===== src/fio_regs.svh =====
// Register offsets, field positions, reset values and data values
// -------------------------------------------------------------
// Functional notes
// - Read target and write target of each fixed address are chosen separately.
// - Reserved fixed addresses complete internally: writes dropped, reads give all ones.
// - Unlisted, unclaimed addresses are not decoded and terminate internally.
// - Internal-unit cycles are claimed and passed over the sideband bridge.
// - 20h-21h, A0h-A1h and their 2xh-3xh, Axh-Bxh aliases always reach interrupt unit.
// - 4D0h-4D1h always reach the interrupt unit, no enable bit.
// - Super-I/O, micro, keyboard, gameport ranges go out only when enabled.
// - 61h always reaches NMI; 63h, 65h, 67h alias it only when enabled.
// - 70h-7Fh reach RTC; 70h writes also NMI; upper-bank off aliases 72-73, 76-77, 7A-7B, 7E-7F.
// - POST-code ports go to PCIe when route bit set, else LPC/eSPI.
// - POST-code writes always go out; reads may be answered internally.
// - With alias disabled, 63h, 65h, 67h cycles terminate internally.
// - Forwarded legacy cycles go to eSPI when strap is 1, LPC when 0.
// -------------------------------------------------------------
`ifndef FIO_REGS_SVH
`define FIO_REGS_SVH

// -------------------------------------------------------------
// Register map, byte addresses
// -------------------------------------------------------------
`define FIO_OFS_CTRL 4'h0
`define FIO_OFS_STATUS 4'h4
`define FIO_OFS_POST 4'h8
`define FIO_AW 4

// -------------------------------------------------------------
// Control fields
// -------------------------------------------------------------
`define FIO_B_SUPERIO 0
`define FIO_B_MICRO_ALT 1
`define FIO_B_MICRO 2
`define FIO_B_KBD 3
`define FIO_B_GAME_LOW 4
`define FIO_B_GAME_HIGH 5
`define FIO_B_NMI_ALIAS 6
`define FIO_B_RTC_UPPER 7
`define FIO_B_POST_ROUTE 8
`define FIO_B_POST_RD_LOCAL 9
`define FIO_CTRL_W 10
`define FIO_CTRL_RST 10'h000

// -------------------------------------------------------------
// Status fields
// -------------------------------------------------------------
`define FIO_S_STRAP 0
`define FIO_S_TGT_LSB 4
`define FIO_S_ADDR_LSB 16

// -------------------------------------------------------------
// Data values
// -------------------------------------------------------------
`define FIO_ALL_ONES 8'hff
`define FIO_POST_RST 8'h00

`endif


===== src/fio_pkg.sv =====
// Types shared by the fixed I/O decoder files
package fio_pkg;

  typedef enum logic [3:0] {
    TGT_NONE, TGT_RSVD, TGT_LOCAL, TGT_PIC, TGT_PIT, TGT_NMI, TGT_RTC,
    TGT_PM, TGT_RSTGEN, TGT_LPC, TGT_ESPI, TGT_PCIE
  } fio_tgt_type;

  typedef enum logic [1:0] {ST_IDLE, ST_DEC, ST_WAIT} fio_state_type;

endpackage


===== src/fio_decode.sv =====
// Combinational fixed I/O address lookup
`timescale 1ns/1ps
`include "fio_regs.svh"
module fio_decode
  import fio_pkg::*;
(
  // Cycle
  input wire logic [15:0] addr,
  input wire logic write,
  // Live control bits and strap
  input wire logic [`FIO_CTRL_W-1:0] ctrl,
  input wire logic espi_sel,
  // Result
  output fio_tgt_type tgt,
  output logic [15:0] tgt_addr,
  output logic nmi_copy
);
  fio_tgt_type rd_tgt;
  fio_tgt_type wr_tgt;
  fio_tgt_type leg;
  logic [7:0] lo;
  logic page0;

  always_comb begin
    lo = addr[7:0];
    page0 = (addr[15:8] == 8'h00);
    leg = espi_sel ? TGT_ESPI : TGT_LPC;
    rd_tgt = TGT_NONE;
    tgt_addr = addr;
    if (page0 && (lo[7:5] == 3'h1 || lo[7:5] == 3'h5) && !lo[1]) begin
      rd_tgt = TGT_PIC;
    end else if (addr == 16'h04d0 || addr == 16'h04d1) begin
      rd_tgt = TGT_PIC;
    end else if (addr[15:4] == 12'h020) begin
      if (addr[3] ? ctrl[`FIO_B_GAME_HIGH] : ctrl[`FIO_B_GAME_LOW]) rd_tgt = leg;
    end else if (addr == 16'h0cf9) begin
      rd_tgt = TGT_RSTGEN;
    end else if (page0 && lo[7:4] == 4'h7) begin
      rd_tgt = TGT_RTC;
      if (!ctrl[`FIO_B_RTC_UPPER] && lo[1]) tgt_addr = {addr[15:3], 2'h0, addr[0]};
    end else if (page0 && (lo[7:4] == 4'h8 || lo[7:4] == 4'h9)) begin
      case (lo[3:0])
        4'h0, 4'h4, 4'h5, 4'h6, 4'h8, 4'hc, 4'hd, 4'he: begin
          if (lo[4]) rd_tgt = leg;
          else rd_tgt = ctrl[`FIO_B_POST_ROUTE] ? TGT_PCIE : leg;
        end
        4'h2: rd_tgt = lo[4] ? TGT_RSTGEN : TGT_NONE;
        default: rd_tgt = TGT_NONE;
      endcase
    end else if (page0) begin
      case (lo)
        8'h2e, 8'h2f: if (ctrl[`FIO_B_SUPERIO]) rd_tgt = leg;
        8'h4e, 8'h4f: if (ctrl[`FIO_B_MICRO_ALT]) rd_tgt = leg;
        8'h60, 8'h64: if (ctrl[`FIO_B_KBD]) rd_tgt = leg;
        8'h62, 8'h66: if (ctrl[`FIO_B_MICRO]) rd_tgt = leg;
        8'h40, 8'h42, 8'h43, 8'h50, 8'h52, 8'h53: rd_tgt = TGT_PIT;
        8'h41, 8'h51: rd_tgt = TGT_RSVD;
        8'h61: rd_tgt = TGT_NMI;
        8'h63, 8'h65, 8'h67: begin
          if (ctrl[`FIO_B_NMI_ALIAS]) begin
            rd_tgt = TGT_NMI;
            tgt_addr = 16'h0061;
          end else begin
            rd_tgt = TGT_NONE;
          end
        end
        8'hb2, 8'hb3: rd_tgt = TGT_PM;
        default: rd_tgt = TGT_NONE;
      endcase
    end
    wr_tgt = rd_tgt;
    // POST-code reads may be served here; writes always leave
    if (rd_tgt inside {TGT_LPC, TGT_ESPI, TGT_PCIE} && page0 && lo[7:4] == 4'h8
        && ctrl[`FIO_B_POST_RD_LOCAL]) begin
      rd_tgt = TGT_LOCAL;
    end
    tgt = write ? wr_tgt : rd_tgt;
    nmi_copy = write && tgt == TGT_RTC && tgt_addr == 16'h0070;
  end
endmodule


===== src/fio_top.sv =====
// Fixed I/O address decoder with Avalon-MM control registers
`timescale 1ns/1ps
`include "fio_regs.svh"
module fio_top
  import fio_pkg::*;
(
  // Clock and reset
  input wire logic sys_clk,
  input wire logic rst_n,
  // Avalon-MM slave
  input wire logic [`FIO_AW-1:0] avs_address,
  input wire logic avs_read,
  input wire logic avs_write,
  input wire logic [31:0] avs_writedata,
  output logic [31:0] avs_readdata,
  output logic avs_waitrequest,
  // Legacy bus select strap
  input wire logic espi_strap,
  // Host I/O cycles
  input wire logic io_req,
  input wire logic io_write,
  input wire logic [15:0] io_addr,
  input wire logic [7:0] io_wdata,
  output logic io_busy,
  output logic io_done,
  output logic [7:0] io_rdata,
  // Target side
  output logic tgt_req,
  output fio_tgt_type tgt_sel,
  output logic tgt_sideband,
  output logic tgt_write,
  output logic [15:0] tgt_addr,
  output logic [7:0] tgt_wdata,
  output logic tgt_nmi_copy,
  input wire logic tgt_ack,
  input wire logic [7:0] tgt_rdata
);
  fio_state_type state_q;
  logic [`FIO_CTRL_W-1:0] ctrl_q;
  logic strap_q;
  logic strap_done_q;
  logic [7:0] post_q;
  logic [15:0] cur_addr_q;
  logic cur_wr_q;
  logic [7:0] cur_wdata_q;
  fio_tgt_type last_tgt_q;
  fio_tgt_type dec_tgt;
  logic [15:0] dec_addr;
  logic dec_nmi;
  logic dec_local;
  logic dec_internal;
  logic dec_post;
  logic bus_hit;

  // -------------------------------------------------------------
  // Address lookup
  // -------------------------------------------------------------
  fio_decode u_decode (
    .addr(cur_addr_q),
    .write(cur_wr_q),
    .ctrl(ctrl_q),
    .espi_sel(strap_q),
    .tgt(dec_tgt),
    .tgt_addr(dec_addr),
    .nmi_copy(dec_nmi)
  );

  assign dec_local = dec_tgt inside {TGT_NONE, TGT_RSVD, TGT_LOCAL};
  assign dec_internal = dec_tgt inside {TGT_PIC, TGT_PIT, TGT_NMI, TGT_RTC,
                                        TGT_PM, TGT_RSTGEN};
  assign dec_post = cur_addr_q[15:8] == 8'h00 && cur_addr_q[7:4] == 4'h8;

  // -------------------------------------------------------------
  // Strap capture after reset release
  // -------------------------------------------------------------
  always_ff @(posedge sys_clk) begin
    if (!rst_n) begin
      strap_q <= 1'b0;
      strap_done_q <= 1'b0;
    end else if (!strap_done_q) begin
      strap_q <= espi_strap;
      strap_done_q <= 1'b1;
    end
  end

  // -------------------------------------------------------------
  // Avalon-MM slave, one wait cycle per access
  // -------------------------------------------------------------
  assign bus_hit = (avs_read || avs_write) && avs_waitrequest;

  always_ff @(posedge sys_clk) begin
    if (!rst_n) begin
      avs_waitrequest <= 1'b1;
    end else begin
      avs_waitrequest <= !bus_hit;
    end
  end

  always_ff @(posedge sys_clk) begin
    if (!rst_n) begin
      avs_readdata <= 32'h0000_0000;
    end else if (avs_read && avs_waitrequest) begin
      case (avs_address)
        `FIO_OFS_CTRL: avs_readdata <= {22'h0, ctrl_q};
        `FIO_OFS_STATUS: begin
          avs_readdata <= 32'h0000_0000;
          avs_readdata[`FIO_S_STRAP] <= strap_q;
          avs_readdata[`FIO_S_TGT_LSB +: 4] <= last_tgt_q;
          avs_readdata[`FIO_S_ADDR_LSB +: 16] <= cur_addr_q;
        end
        `FIO_OFS_POST: avs_readdata <= {24'h000000, post_q};
        default: avs_readdata <= 32'h0000_0000;
      endcase
    end
  end

  always_ff @(posedge sys_clk) begin
    if (!rst_n) begin
      ctrl_q <= `FIO_CTRL_RST;
    end else if (avs_write && !avs_waitrequest && avs_address == `FIO_OFS_CTRL) begin
      ctrl_q <= avs_writedata[`FIO_CTRL_W-1:0];
    end
  end

  // -------------------------------------------------------------
  // Cycle sequencer
  // -------------------------------------------------------------
  always_ff @(posedge sys_clk) begin
    if (!rst_n) begin
      state_q <= ST_IDLE;
      io_busy <= 1'b0;
      io_done <= 1'b0;
      io_rdata <= 8'h00;
      tgt_req <= 1'b0;
      tgt_sel <= TGT_NONE;
      tgt_sideband <= 1'b0;
      tgt_write <= 1'b0;
      tgt_addr <= 16'h0000;
      tgt_wdata <= 8'h00;
      tgt_nmi_copy <= 1'b0;
      last_tgt_q <= TGT_NONE;
      cur_addr_q <= 16'h0000;
      cur_wr_q <= 1'b0;
      cur_wdata_q <= 8'h00;
    end else begin
      io_done <= 1'b0;
      case (state_q)
        ST_IDLE: begin
          if (io_req) begin
            cur_addr_q <= io_addr;
            cur_wr_q <= io_write;
            cur_wdata_q <= io_wdata;
            io_busy <= 1'b1;
            state_q <= ST_DEC;
          end
        end
        ST_DEC: begin
          last_tgt_q <= dec_tgt;
          if (dec_local) begin
            io_done <= 1'b1;
            io_busy <= 1'b0;
            io_rdata <= (dec_tgt == TGT_LOCAL) ? post_q : `FIO_ALL_ONES;
            state_q <= ST_IDLE;
          end else begin
            tgt_req <= 1'b1;
            tgt_sel <= dec_tgt;
            tgt_sideband <= dec_internal;
            tgt_write <= cur_wr_q;
            tgt_addr <= dec_addr;
            tgt_wdata <= cur_wdata_q;
            tgt_nmi_copy <= dec_nmi;
            state_q <= ST_WAIT;
          end
        end
        ST_WAIT: begin
          if (tgt_ack) begin
            tgt_req <= 1'b0;
            tgt_nmi_copy <= 1'b0;
            io_done <= 1'b1;
            io_busy <= 1'b0;
            io_rdata <= tgt_write ? 8'h00 : tgt_rdata;
            state_q <= ST_IDLE;
          end
        end
        default: state_q <= ST_IDLE;
      endcase
    end
  end

  // POST-code shadow for internally answered reads
  always_ff @(posedge sys_clk) begin
    if (!rst_n) begin
      post_q <= `FIO_POST_RST;
    end else if (state_q == ST_DEC && cur_wr_q && dec_post && !dec_local) begin
      post_q <= cur_wdata_q;
    end
  end

  // -------------------------------------------------------------
  // Checks
  // -------------------------------------------------------------
  a_rw_split: assert property (
    @(posedge sys_clk) disable iff (!rst_n)
    (state_q == ST_DEC && dec_post && ctrl_q[`FIO_B_POST_RD_LOCAL]
     && cur_addr_q[3:0] inside {4'h0, 4'h4, 4'h5, 4'h6, 4'h8, 4'hc, 4'hd, 4'he})
    |=> (cur_wr_q ? tgt_req : (!tgt_req && io_done && io_rdata == post_q)))
    else $error("post-code read/write split wrong");

  a_rsvd_ones: assert property (
    @(posedge sys_clk) disable iff (!rst_n)
    (state_q == ST_DEC && dec_tgt == TGT_RSVD)
    |=> io_done && !tgt_req && io_rdata == 8'hff)
    else $error("reserved cycle not completed with all ones");

  a_none_term: assert property (
    @(posedge sys_clk) disable iff (!rst_n)
    (state_q == ST_DEC && cur_addr_q == 16'h0300)
    |=> io_done && !tgt_req && state_q == ST_IDLE)
    else $error("unlisted address not terminated");

  a_sb_claim: assert property (
    @(posedge sys_clk) disable iff (!rst_n)
    (state_q == ST_DEC && dec_internal) |=> tgt_req && tgt_sideband)
    else $error("internal unit cycle not on sideband");

  a_pic_route: assert property (
    @(posedge sys_clk) disable iff (!rst_n)
    (state_q == ST_DEC && cur_addr_q[15:8] == 8'h00 && !cur_addr_q[1]
     && (cur_addr_q[7:5] == 3'h1 || cur_addr_q[7:5] == 3'h5))
    |=> tgt_req && tgt_sel == TGT_PIC)
    else $error("interrupt port not routed to interrupt unit");

  a_pic_high: assert property (
    @(posedge sys_clk) disable iff (!rst_n)
    (state_q == ST_DEC && cur_addr_q[15:1] == 15'h0268)
    |=> tgt_req && tgt_sel == TGT_PIC)
    else $error("4d0h pair not routed to interrupt unit");

  a_fwd_gate: assert property (
    @(posedge sys_clk) disable iff (!rst_n)
    (state_q == ST_DEC && cur_addr_q[15:1] == 15'h0017)
    |=> (tgt_req == $past(ctrl_q[`FIO_B_SUPERIO])))
    else $error("super-io forward ignores its enable");

  a_nmi_alias: assert property (
    @(posedge sys_clk) disable iff (!rst_n)
    (state_q == ST_DEC && cur_addr_q inside {16'h0063, 16'h0065, 16'h0067})
    |=> (ctrl_q[`FIO_B_NMI_ALIAS] ? (tgt_sel == TGT_NMI && tgt_addr == 16'h0061)
         : (io_done && !tgt_req)))
    else $error("nmi alias port handled wrong");

  a_rtc_alias: assert property (
    @(posedge sys_clk) disable iff (!rst_n)
    (state_q == ST_DEC && cur_addr_q == 16'h0076 && !ctrl_q[`FIO_B_RTC_UPPER])
    |=> tgt_sel == TGT_RTC && tgt_addr == 16'h0070 && tgt_nmi_copy == tgt_write)
    else $error("rtc upper bank alias wrong");

  a_post_route: assert property (
    @(posedge sys_clk) disable iff (!rst_n)
    (state_q == ST_DEC && (cur_addr_q == 16'h0080 || cur_addr_q == 16'h0084) && cur_wr_q)
    |=> tgt_req && ((tgt_sel == TGT_PCIE) == ctrl_q[`FIO_B_POST_ROUTE]))
    else $error("post-code route bit not obeyed");

  a_post_write: assert property (
    @(posedge sys_clk) disable iff (!rst_n)
    (state_q == ST_DEC && dec_post && cur_wr_q && cur_addr_q[3:0] == 4'hc)
    |=> tgt_req && tgt_write)
    else $error("post-code write not forwarded");

  a_legacy_strap: assert property (
    @(posedge sys_clk) disable iff (!rst_n)
    (tgt_req && tgt_sel inside {TGT_LPC, TGT_ESPI})
    |-> (tgt_sel == TGT_ESPI) == strap_q)
    else $error("legacy bus choice disagrees with strap");
endmodule


===== config.mk =====
export PLATFORM = sky130hd
export DESIGN_NAME = fio_top
export DESIGN_NICKNAME = d
export VERILOG_FILES = /design/src/fio_pkg.sv /design/src/fio_decode.sv /design/src/fio_top.sv
export VERILOG_INCLUDE_DIRS = /design/src
export SDC_FILE = /design/constraint.sdc
export NUM_CORES = 1
export LEC_CHECK = 0
export CAP_MARGIN = 30
export CORE_MARGIN = 5
export CORE_UTILIZATION = 29
export CTS_CLUSTER_SIZE = 40
export DETAILED_ROUTE_END_ITERATION = 6
export DONT_BUFFER_PORTS = 1
export PLACE_DENSITY = 0.47
export SYNTH_ARGS = -nofsm -noshare
export SYNTH_HDL_FRONTEND = slang
export SYNTH_SLANG_ARGS = --single-unit

===== constraint.sdc =====
create_clock -name sys_clk -period 3.3 [get_ports sys_clk]
set_clock_uncertainty 0.2 [all_clocks]
set_input_delay 0.33 -clock sys_clk [delete_from_list [all_inputs] [get_ports sys_clk]]
set_output_delay 0.33 -clock sys_clk [all_outputs]
set_load 0.02 [all_outputs]

## Word-level counts from Yosys, hierarchy flattened

Cells that the tools add are included.

- Word-level logic and storage cells: 187
- Input port bits: 76
- Output and inout port bits: 75
- Register bits after elaboration: 126

- Mux-type cells: 54
- Bitwise gates (word level): 1
- Reduce and logical (&&, ||, !) cells: 52
- Equality and inequality tests: 59

Operator list:

| kind | count |
|---|---|
| $eq A8 B7 Y1 const B | 18 |
| $mux W16 | 9 |
| $pmux W32 S3 | 1 |
| $mux W4 | 17 |
| $eq A4 B4 Y1 const B | 11 |
| $eq A4 B3 Y1 const B | 9 |
| $pmux W4 S9 | 1 |
| $eq A16 B11 Y1 const B | 2 |
| $mux W8 | 4 |
| $logic_and A1 B1 Y1 | 18 |
| $eq A16 B12 Y1 const B | 1 |
| $eq A16 B7 Y1 const B | 1 |
| $eq A8 B6 Y1 const B | 2 |
| $eq A8 B8 Y1 const B | 2 |
| $pmux W8 S2 | 1 |
| $eq A12 B6 Y1 const B | 1 |
| $eq A4 B2 Y1 const B | 3 |
| $logic_not A4 Y1 | 3 |
| $reduce_or A2 Y1 | 6 |
| $mux W1 | 9 |
| $reduce_bool A3 Y1 | 3 |
| $logic_not A8 Y1 | 1 |
| $mux W2 | 4 |
| $ne A2 B2 Y1 const B | 4 |
| 22 further kinds | 35 |

## Longest topological paths before layout

Gate-level depths: netlist of the first run.

- Depth after elaboration: 22
- Mapped depth: 11
- Gate-level depth less buffers: 8

## Hierarchy

Synthesis of the first run repeated with hierarchy kept, for this count alone.

- Cells, all modules: 660
- Area, all modules: 5584.1 sq um

Modules (own cells, without submodules):

| module | seq. area each (sq um) | area an instance (sq um) | instances | cells an instance |
|---|---|---|---|---|
| fio_top | 2402.3 | 4802.1 | 1 | 547 |
| fio_decode | 0.0 | 782.0 | 1 | 113 |

## Least setup slack after synthesis of the first run

No wires, ideal clock.

- Path type: reg-to-reg
- Start point: register cur_addr_q[8]
- End point: register post_q[0]
- Path buffers: 2
- Setup time: 0.124 ns
- Period minus slack after synthesis: 3.160 ns
- Arrival time: 2.836 ns
- Cell stages (with the launch flop): 11
- Required time: 2.976 ns
- Slack: 0.140 ns
- Cells stage by stage: dfxtp_1 or4_4 or3_1 buf_2 o41ai_2 a31oi_1 a221oi_2 nor3_1 or4_1 buf_2 mux2i_1

- Word-level cells in the longest chain between the ends: 19
- Elaborated cells between the ends (all ways): 34
- Classes of those cells: eq/ne: 9; mux: 9; reduce/logical: 16

RTL lines:

| item | RTL line | text |
|---|---|---|
| from (decl) | fio_top.sv:43 | `logic [15:0] cur_addr_q;` |
| from (signal assigned) | fio_top.sv:150 | `cur_addr_q <= io_addr;` |
| $logic_not A8 Y1 | fio_decode.sv:26, fio_top.sv:71 |  |
| $mux W4 / $logic_and A1 B1 Y1 (equally long branches) | fio_decode.sv:50, fio_decode.sv:41 |  |
| $mux W4 | fio_decode.sv:41 | `end else if (page0 && (lo[7:4] == 4'h8 \|\| lo[7:4] == 4'h9)) begin` |
| $mux W4 | fio_decode.sv:38 | `end else if (page0 && lo[7:4] == 4'h7) begin` |
| $mux W4 | fio_decode.sv:36 | `end else if (addr == 16'h0cf9) begin` |
| $mux W4 | fio_decode.sv:34 | `end else if (addr[15:4] == 12'h020) begin` |
| $mux W4 | fio_decode.sv:32 | `end else if (addr == 16'h04d0 \|\| addr == 16'h04d1) begin` |
| $mux W4 | fio_decode.sv:30 | `if (page0 && (lo[7:5] == 3'h1 \|\| lo[7:5] == 3'h5) && !lo[1]) begin` |
| $eq A4 B4 Y1 | fio_decode.sv:73 | `if (rd_tgt inside {TGT_LPC, TGT_ESPI, TGT_PCIE} && page0 && lo[7:4] == 4'h8` |
| $reduce_bool A3 Y1 | fio_decode.sv:73 |  |
| $logic_and A1 B1 Y1 (3 in a row) | fio_decode.sv:73 |  |
| $mux W4 | fio_decode.sv:73 |  |
| $mux W4 | fio_decode.sv:77 | `tgt = write ? wr_tgt : rd_tgt;` |
| $eq A4 B1 Y1 (tied with other cells) | fio_top.sv:68 | `assign dec_local = dec_tgt inside {TGT_NONE, TGT_RSVD, TGT_LOCAL};` |
| $reduce_bool A3 Y1 | fio_top.sv:68 |  |
| $logic_not A1 Y1 | fio_top.sv:194 | `end else if (state_q == ST_DEC && cur_wr_q && dec_post && !dec_local) begin` |
| $logic_and A1 B1 Y1 * | fio_top.sv:194 |  |
| to (signal assigned) | fio_top.sv:193 | `` post_q <= `FIO_POST_RST; `` |
| to (signal assigned) | fio_top.sv:195 | `post_q <= cur_wdata_q;` |
| to (decl) | fio_top.sv:42 | `logic [7:0] post_q;` |

Every way passes the cells marked *; elsewhere a longest branch is shown, timed or not.
A chain may end at the register's enable or synchronous reset.

## Final worst setup path of the first run

Same ends and word-level chain as after synthesis.

==> metrics.txt, run 1 <==
# TYPE chip_impl_metric gauge
chip_impl_info{name="run_status",value="complete, no violations"} 1
chip_impl_metric{name="timing.setup.tns",unit="ps"} 0
chip_impl_info{name="timing.critical_path.to_type",value="flip-flop"} 1
chip_impl_metric{name="insertion_delay",unit="ps"} 420
chip_impl_info{name="worstSetupStartpointType",value="flip-flop"} 1
chip_impl_metric{name="synth_async_sr_flop_share",unit="%"} 0
chip_impl_metric{name="globalplace.congestion",unit=""} 0.878
chip_impl_metric{name="synthDistinctLibCells",unit=""} 59
chip_impl_metric{name="drt_iter0_markers",unit=""} 262
chip_impl_metric{name="antenna_found_initial",unit=""} 1
chip_impl_metric{name="report.final.setup_viol",unit=""} 0
chip_impl_metric{name="grt_overflow",unit=""} 0
chip_impl_info{name="tritoncts",value="built"} 1
chip_impl_info{name="criticalPathCategory",value="flip-flop to flip-flop"} 1
chip_impl_metric{name="cts_made_buffers",unit=""} 17
chip_impl_metric{name="timing.max_slew.rel_slack",unit="%"} 37.7
chip_impl_info{name="commonest_non_fill_non_tap_cells_in_the_layout",value="dfxtp_1, nand2_1, a21oi_1"} 1
chip_impl_metric{name="place_ws",unit="ps"} -131
chip_impl_metric{name="cellLeakagePower",unit="uW"} 0.00288
chip_impl_metric{name="worstPathMaxFanout",unit=""} 8
chip_impl_metric{name="area_of_the_die",unit="mm^2"} 0.0216
chip_impl_metric{name="number_of_cell_rows",unit=""} 50
chip_impl_info{name="layout_commonest_cell",value="dfxtp_1"} 1
chip_impl_metric{name="drc_errors",unit=""} 0
chip_impl_metric{name="fillCellCount",unit=""} 1853
chip_impl_metric{name="nets",unit=""} 805
chip_impl_metric{name="critPathBufInv",unit=""} 1
chip_impl_metric{name="number_of_synthesized_flops_with_an_enable_pin",unit=""} 0
chip_impl_info{name="hold_start",value="tgt_rdata[0]"} 1
chip_impl_metric{name="power-per-cell-area",unit="mW/mm^2"} 571
chip_impl_metric{name="max_freq",unit="GHz"} 0.309
chip_impl_metric{name="io-pin-count",unit=""} 151
chip_impl_metric{name="tightestPinTransition",unit="ps"} 933
chip_impl_info{name="startpoint_of_the_worst_setup_timing_path",value="cur_addr_q[8]$_SDFFE_PN0P_"} 1
chip_impl_metric{name="tritoncts_sink_count",unit=""} 120
chip_impl_metric{name="final_layout_size_suffix_gt1_share",unit="%"} 16.1
chip_impl_metric{name="number_of_warnings_reported_in_the_yosys_synthesis_log",unit=""} 0
chip_impl_metric{name="detail_route.wl_per_cell",unit="um"} 19.2
chip_impl_metric{name="initial_core_util",unit="%"} 29.3
chip_impl_metric{name="setup_ws",unit="ps"} 62.3
chip_impl_metric{name="cts.htree.levels",unit=""} 4
chip_impl_metric{name="postSynthCellCount",unit=""} 656
chip_impl_metric{name="routed_wl",unit="um"} 18600
chip_impl_metric{name="final_period_minus_worst_setup_slack",unit="ps"} 3240
chip_impl_info{name="netlist.top_cell.by_area",value="dfxtp_1"} 1
chip_impl_metric{name="critical_path.max_stage_delay",unit="ps"} 570
chip_impl_metric{name="arrival_time_reported_for_the_critical_path_endpoint",unit="ps"} 3340
chip_impl_metric{name="detail_route.vias_per_cell",unit=""} 5.13
chip_impl_info{name="timing.critical_path.max_delay_family",value="simple AND/OR/NAND/NOR gates"} 1
chip_impl_metric{name="synth.ff_latch_count",unit=""} 120
chip_impl_metric{name="detailed_place_hpwl",unit="um"} 13600
chip_impl_metric{name="antenna_left",unit=""} 0
chip_impl_metric{name="register_area",unit="mm^2"} 0.00240
chip_impl_metric{name="antenna_cells",unit=""} 0
chip_impl_info{name="worst_hold_path_type",value="input port to flip-flop"} 1
chip_impl_info{name="synthTopCellsByArea",value="dfxtp_1, nand2_1, mux2i_1"} 1
chip_impl_metric{name="fp.dieH",unit="um"} 147
chip_impl_metric{name="finalCoreUtilization",unit="%"} 38.6
chip_impl_metric{name="chip_width",unit="um"} 147
chip_impl_metric{name="multiInputGateArea",unit="mm^2"} 0.00286
chip_impl_info{name="slowest_stage_cell_on_the_critical_path",value="or4_4"} 1
chip_impl_metric{name="synth.yosys.seq_area_share",unit="%"} 44.1
chip_impl_metric{name="total_routing_usage_gr",unit="%"} 17.1
chip_impl_info{name="root_buffer",value="clkbuf_16"} 1
chip_impl_metric{name="ir_drop",unit="mV"} 0.350
chip_impl_info{name="setup_repair_after_global_routing_missed_its_margin",value="yes"} 1
chip_impl_metric{name="ctsLongestPathBuffers",unit=""} 2
chip_impl_metric{name="switching_power_summed_over_all_nets",unit="uW"} 1030
chip_impl_metric{name="route.vias.total",unit=""} 4989
chip_impl_metric{name="report.final.slew_viol_count",unit=""} 0
chip_impl_metric{name="drt_pass1_iterations",unit=""} 4
chip_impl_metric{name="path_clk_slew",unit="ps"} 60
chip_impl_metric{name="layout_worst_path_cycle_share",unit="%"} 98.1
chip_impl_metric{name="comb_power_share",unit="%"} 10.9
chip_impl_metric{name="number_of_global_route_vias_before_repair",unit=""} 5022
chip_impl_metric{name="worst-endpoint-required",unit="ps"} 3400
chip_impl_metric{name="core_region_area",unit="mm^2"} 0.0186
chip_impl_info{name="ys_dominant_reg_cell",value="dfxtp_1"} 1
chip_impl_metric{name="global_route_wire_length_before_repair",unit="um"} 28700
chip_impl_metric{name="pwr-share-seq",unit="%"} 38.6
chip_impl_metric{name="netlist_area",unit="mm^2"} 0.00545
chip_impl_metric{name="maximum_number_of_pins_on_one_net_before_global_route_repair",unit=""} 58
chip_impl_metric{name="synth.top_cell.area_share",unit="%"} 44.1
chip_impl_metric{name="power.share.switching",unit="%"} 25.3
chip_impl_info{name="worst_r2r_startpoint",value="cur_addr_q[8]$_SDFFE_PN0P_"} 1
chip_impl_metric{name="syn_to_final_growth",unit="%"} 31.5
chip_impl_metric{name="power_report.internal_total",unit="uW"} 3060
chip_impl_metric{name="cap_viol_max_count",unit=""} 0
chip_impl_metric{name="buffer_ports.inserted",unit=""} 0
chip_impl_metric{name="final_hold_violation_count",unit=""} 0
chip_impl_metric{name="clock_power_share",unit="%"} 50.5
chip_impl_metric{name="avgSynthCellArea",unit="um^2"} 8.31
chip_impl_info{name="timing.critical_path.cells",value="or4_4 > or3_4 > o41ai_4 > a31oi_2 > a221oi_4 > nor3_2 > or4_1 > buf_6 > mux2i_1"} 1
## layout make-up
type	count	area share, %
Multi-Input combinational cell	471	39.9
Sequential cell	120	33.6
Timing Repair Buffer	101	12.5
Clock buffer	18	6.13
Tap cell	234	4.09
Clock inverter	14	3.09
Inverter	14	0.733
## flip-flops by register name, summed over array words and instances (netlist names)
name             cells
post_q               8
tgt_nmi_copy         1
tgt_req              1
io_done              1
tgt_write            1
ctrl_q              10
strap_q              1
tgt_sideband         1
io_busy              1
tgt_addr            16
last_tgt_q           4
state_q              2
avs_readdata        26
io_rdata             8
avs_waitrequest      1
strap_done_q         1
tgt_wdata            8
cur_wdata_q          8
cur_addr_q          16
cur_wr_q             1
tgt_sel              4
## synthesized netlist by cell type, drive strengths merged, types with 9 or more instances
cell type	count
inv	14
a21oi	56
nor3	15
mux2i	37
o21ai	34
a221oi	9
and3	11
nand3	22
clkbuf	48
a22oi	18
o211ai	13
nor2	50
nand2	103
dfxtp	120
## worst reg2reg max path, delay by kind of cell (launching register included)
family	cells	cell delay (ps)
DFF	1	310
muxes	1	130
AOI/OAI and AO/OA	3	720
and+or+nand+nor	4	1590
buffers and inverters	1	170
## worst paths after layout
kind | slack, ps | endpoint | depth (start not counted)
max | 60 | post_q[0]$_SDFFE_PN0P_ | 9
min | 30 | io_rdata[0]$_SDFFE_PN0P_ | 4
max reg2reg | 60 | post_q[0]$_SDFFE_PN0P_ | 9
min reg2reg | 260 | cur_wdata_q[5]$_SDFFE_PN0P_ | 2
## cell families after synthesis
| kind of cell | Yosys count | share of synthesized area (%) |
|---|---|---|
| multiplexers | 43 | 8.03 |
| AO/OA/AOI/OAI | 160 | 18.8 |
| other | 1 | 0.0688 |
| flip-flops | 120 | 44.1 |
| adder cells (fa/ha/maj) | 4 | 0.918 |
| AND/OR/NAND/NOR | 257 | 22.7 |
| XOR/XNOR | 1 | 0.161 |
| buffers and inverters | 70 | 5.28 |
## routing by layer
layer  wire length, um  vias to the layer above  track usage [%]
met3               923                       19             4.72
met4               257                        0             5.36
met1              8410                     2382             21.4
met5                 0                        -                0
li1                  -                     2459                -
met2              9030                      129             28.7
## power by group through the flow
stage / sequential [uW] / combinational (uW) / clock (uW)
6_report: 1580 / 446 / 2070
5_1_grt: 1580 / 489 / 2180
3_3_place_gp: 1610 / 369 / 0
3_5_place_dp: 1610 / 371 / 0
2_1_floorplan: 1580 / 256 / 0
4_1_cts: 1580 / 432 / 2120
## repair_timing
action / in CTS / in global routing
hold endpoints to repair: 75 / 0
gates resized for setup: 4 / 12
buffers inserted: 0 / 1
hold buffers: 45 / 0
endpoints found under the setup margin: 30 / 36
pin swaps: 0 / 1
## metrics by stage
step / cells / instance area [um^2] / hold slack [ps] / power, uW
global route: 972 / 7170 / 27.3 / 4250
floorplan: 661 / 5470 / 158 / 1840
global placement: 894 / 5950 / 162 / 1970
detailed placement: 894 / 5950 / 162 / 1980
finish: 972 / 7170 / 26.7 / 4090
CTS: 971 / 7090 / 0.854 / 4130
Note: power is estimated with default switching activity, not from simulation.
==> inputs of run 2 (changes only) <==
- CORE_UTILIZATION: 29 -> 45
- PLACE_DENSITY: 0.47 -> 0.65
==> run 2 against run 1 <==
  * Routed wire length decreased by 10%
  * Die area down 33%
  * Clock-buffer cell count up 4
==> metrics.txt, run 2 (synthesized netlist as in run 1, its figures left out) <==
# TYPE chip_impl_metric gauge
chip_impl_info{name="run_status",value="complete, no violations"} 1
chip_impl_metric{name="finalPower",unit="uW"} 3790
chip_impl_metric{name="critical_path.max_stage_delay",unit="ps"} 590
chip_impl_info{name="slowest_stage_cell_on_the_critical_path",value="or4_4"} 1
chip_impl_info{name="largest-register",value="avs_readdata"} 1
chip_impl_metric{name="globalplace.congestion",unit=""} 0.858
chip_impl_metric{name="antenna_left",unit=""} 0
chip_impl_metric{name="detail_route.vias_per_cell",unit=""} 5.83
chip_impl_info{name="worstSetupStartpointType",value="flip-flop"} 1
chip_impl_metric{name="tightestPinTransition",unit="ps"} 968
chip_impl_metric{name="layout_worst_path_cycle_share",unit="%"} 98.0
chip_impl_metric{name="multiInputGateArea",unit="mm^2"} 0.00288
chip_impl_info{name="timing.critical_path.max_delay_family",value="simple AND/OR/NAND/NOR gates"} 1
chip_impl_info{name="commonest_non_fill_non_tap_cells_in_the_layout",value="dfxtp_1, nand2_1, a21oi_1"} 1
chip_impl_metric{name="drc_errors",unit=""} 0
chip_impl_metric{name="drt_pass1_iterations",unit=""} 5
chip_impl_metric{name="route.vias.total",unit=""} 5075
chip_impl_metric{name="cts.htree.levels",unit=""} 4
chip_impl_metric{name="maximum_number_of_pins_on_one_net_before_global_route_repair",unit=""} 58
chip_impl_metric{name="cap_viol_max_count",unit=""} 0
chip_impl_metric{name="timing.max_slew.rel_slack",unit="%"} 35.3
chip_impl_metric{name="number_of_cell_rows",unit=""} 40
chip_impl_metric{name="ir_drop",unit="mV"} 0.310
chip_impl_metric{name="final_hold_violation_count",unit=""} 0
chip_impl_metric{name="detail_route.wl_per_cell",unit="um"} 19.2
chip_impl_metric{name="detailed_place_hpwl",unit="um"} 11700
chip_impl_metric{name="final_period_minus_worst_setup_slack",unit="ps"} 3230
chip_impl_info{name="criticalPathCategory",value="flip-flop to flip-flop"} 1
chip_impl_metric{name="antenna_found_initial",unit=""} 0
chip_impl_metric{name="max_freq",unit="GHz"} 0.309
chip_impl_info{name="tritoncts",value="built"} 1
chip_impl_info{name="root_buffer",value="clkbuf_16"} 1
chip_impl_metric{name="stdcell_area",unit="mm^2"} 0.00690
chip_impl_info{name="layout_top_registers",value="avs_readdata (26), cur_addr_q (16), tgt_addr (16)"} 1
chip_impl_metric{name="cellLeakagePower",unit="uW"} 0.00281
chip_impl_metric{name="routed_wl",unit="um"} 16700
chip_impl_info{name="layout_commonest_cell",value="dfxtp_1"} 1
chip_impl_metric{name="nets",unit=""} 792
chip_impl_metric{name="report.final.slew_viol_count",unit=""} 0
chip_impl_metric{name="number_of_global_route_vias_before_repair",unit=""} 4886
chip_impl_metric{name="report.final.setup_viol",unit=""} 0
chip_impl_metric{name="grt_overflow",unit=""} 0
chip_impl_metric{name="worst-endpoint-required",unit="ps"} 3400
chip_impl_metric{name="finalCoreUtilization",unit="%"} 57.7
chip_impl_metric{name="insertion_delay",unit="ps"} 420
chip_impl_metric{name="total_routing_usage_gr",unit="%"} 23.4
chip_impl_metric{name="io-pin-count",unit=""} 151
chip_impl_metric{name="path_clk_slew",unit="ps"} 50
chip_impl_info{name="timing.critical_path.cells",value="or4_4 > or4_4 > o32ai_2 > a311oi_2 > buf_4 > a221oi_4 > nor3_2 > or4_1 > buf_6 > mux2i_1"} 1
chip_impl_metric{name="chip_width",unit="um"} 120
chip_impl_metric{name="cts_made_buffers",unit=""} 17
chip_impl_metric{name="worstPathMaxFanout",unit=""} 8
chip_impl_metric{name="global_route_wire_length_before_repair",unit="um"} 26600
chip_impl_metric{name="power-per-cell-area",unit="mW/mm^2"} 549
chip_impl_metric{name="antenna_cells",unit=""} 0
chip_impl_metric{name="final_layout_size_suffix_gt1_share",unit="%"} 14.5
chip_impl_metric{name="ctsLongestPathBuffers",unit=""} 2
chip_impl_metric{name="buffer_ports.inserted",unit=""} 0
chip_impl_metric{name="critPathBufInv",unit=""} 2
chip_impl_metric{name="core_region_area",unit="mm^2"} 0.0120
chip_impl_metric{name="tritoncts_sink_count",unit=""} 120
chip_impl_metric{name="area_of_the_die",unit="mm^2"} 0.0144
chip_impl_metric{name="largest_register_ff_count",unit=""} 26
chip_impl_info{name="crit_top_cell",value="or4_4"} 1
chip_impl_metric{name="fp.dieH",unit="um"} 120
chip_impl_metric{name="initial_core_util",unit="%"} 45.6
chip_impl_metric{name="instances_no_fill",unit=""} 871
chip_impl_metric{name="worst_hold_slack",unit="ps"} 23.1
chip_impl_info{name="timing.critical_path.to_type",value="flip-flop"} 1
chip_impl_metric{name="postPlaceCellArea",unit="mm^2"} 0.00574
chip_impl_metric{name="register_area",unit="mm^2"} 0.00240
chip_impl_metric{name="arrival_time_reported_for_the_critical_path_endpoint",unit="ps"} 3340
chip_impl_metric{name="fillCellCount",unit=""} 1036
chip_impl_metric{name="dp_cells",unit=""} 791
chip_impl_info{name="worst_hold_path_type",value="input port to flip-flop"} 1
chip_impl_metric{name="drt_iter0_markers",unit=""} 292
chip_impl_metric{name="syn_to_final_growth",unit="%"} 26.6
-- run 2: cell types whose count changed in the layout (fill, tap and decap cells not counted), moves of 3 or more --
| cell | change |
|---|---|
| buf_4 | -13 |
| bufinv_16 | -3 |
| clkinv_2 | +5 |
| clkinvlp_4 | -3 |
-- run 2: worst paths after layout --
check                              start                     endpoint  slack [ps]  depth (start not counted)
max          cur_addr_q[13]$_SDFFE_PN0P_       post_q[0]$_SDFFE_PN0P_          70                         10
min                         tgt_rdata[4]     io_rdata[4]$_SDFFE_PN0P_          20                          4
max reg2reg  cur_addr_q[13]$_SDFFE_PN0P_       post_q[0]$_SDFFE_PN0P_          70                         10
min reg2reg  cur_wdata_q[7]$_SDFFE_PN0P_  cur_wdata_q[7]$_SDFFE_PN0P_         260                          2
-- run 2: cell type report --
cell class,instances,share of cell area [%]
Tap cell,147,2.66
Clock inverter,9,1.43
Sequential cell,120,34.8
Timing Repair Buffer,88,11.7
Inverter,14,0.761
Multi-Input combinational cell,471,41.7
Clock buffer,22,6.87
-- run 2: per-layer routing --
metal / wire, um / up-vias / track usage (%)
li1: - / 2432 / -
met1: 7250 / 2418 / 28.9
met2: 7870 / 187 / 37.8
met3: 1170 / 38 / 7.73
met4: 413 / 0 / 8.95
met5: 0 / - / 0
-- run 2: power by group --
group          internal, uW  leakage (uW)  switching [uW]
logic                   184       0.00154             250
clock network          1160      0.000289             625
registers              1500      0.000975            76.2
-- run 2: what timing repair did --
| item | 4_1_cts | 5_1_grt |
|---|---|---|
| pin swaps | 0 | 3 |
| setup buffers | 0 | 5 |
| endpoints found under the setup margin | 8 | 48 |
| hold endpoints to repair | 75 | 0 |
| hold buffers | 44 | 0 |
| resized for setup | 2 | 16 |
-- run 2: per-stage QoR --
stage / setup TNS (ps) / setup slack [ps]
6_report: 0 / 67.0
5_1_grt: -335 / -45.9
4_1_cts: 0 / 15.9
3_5_place_dp: -988 / -156
3_3_place_gp: -311 / -30.7
2_1_floorplan: 0 / 140
-- run 2: worst reg2reg max path, stage by stage, from the launching register on --
cell      delay, ps
dfxtp_1         320
or4_4           590
or4_4           550
o32ai_2         130
a311oi_2         80
buf_4           160
a221oi_4        210
nor3_2          100
or4_1           490
buf_6           170
mux2i_1         120
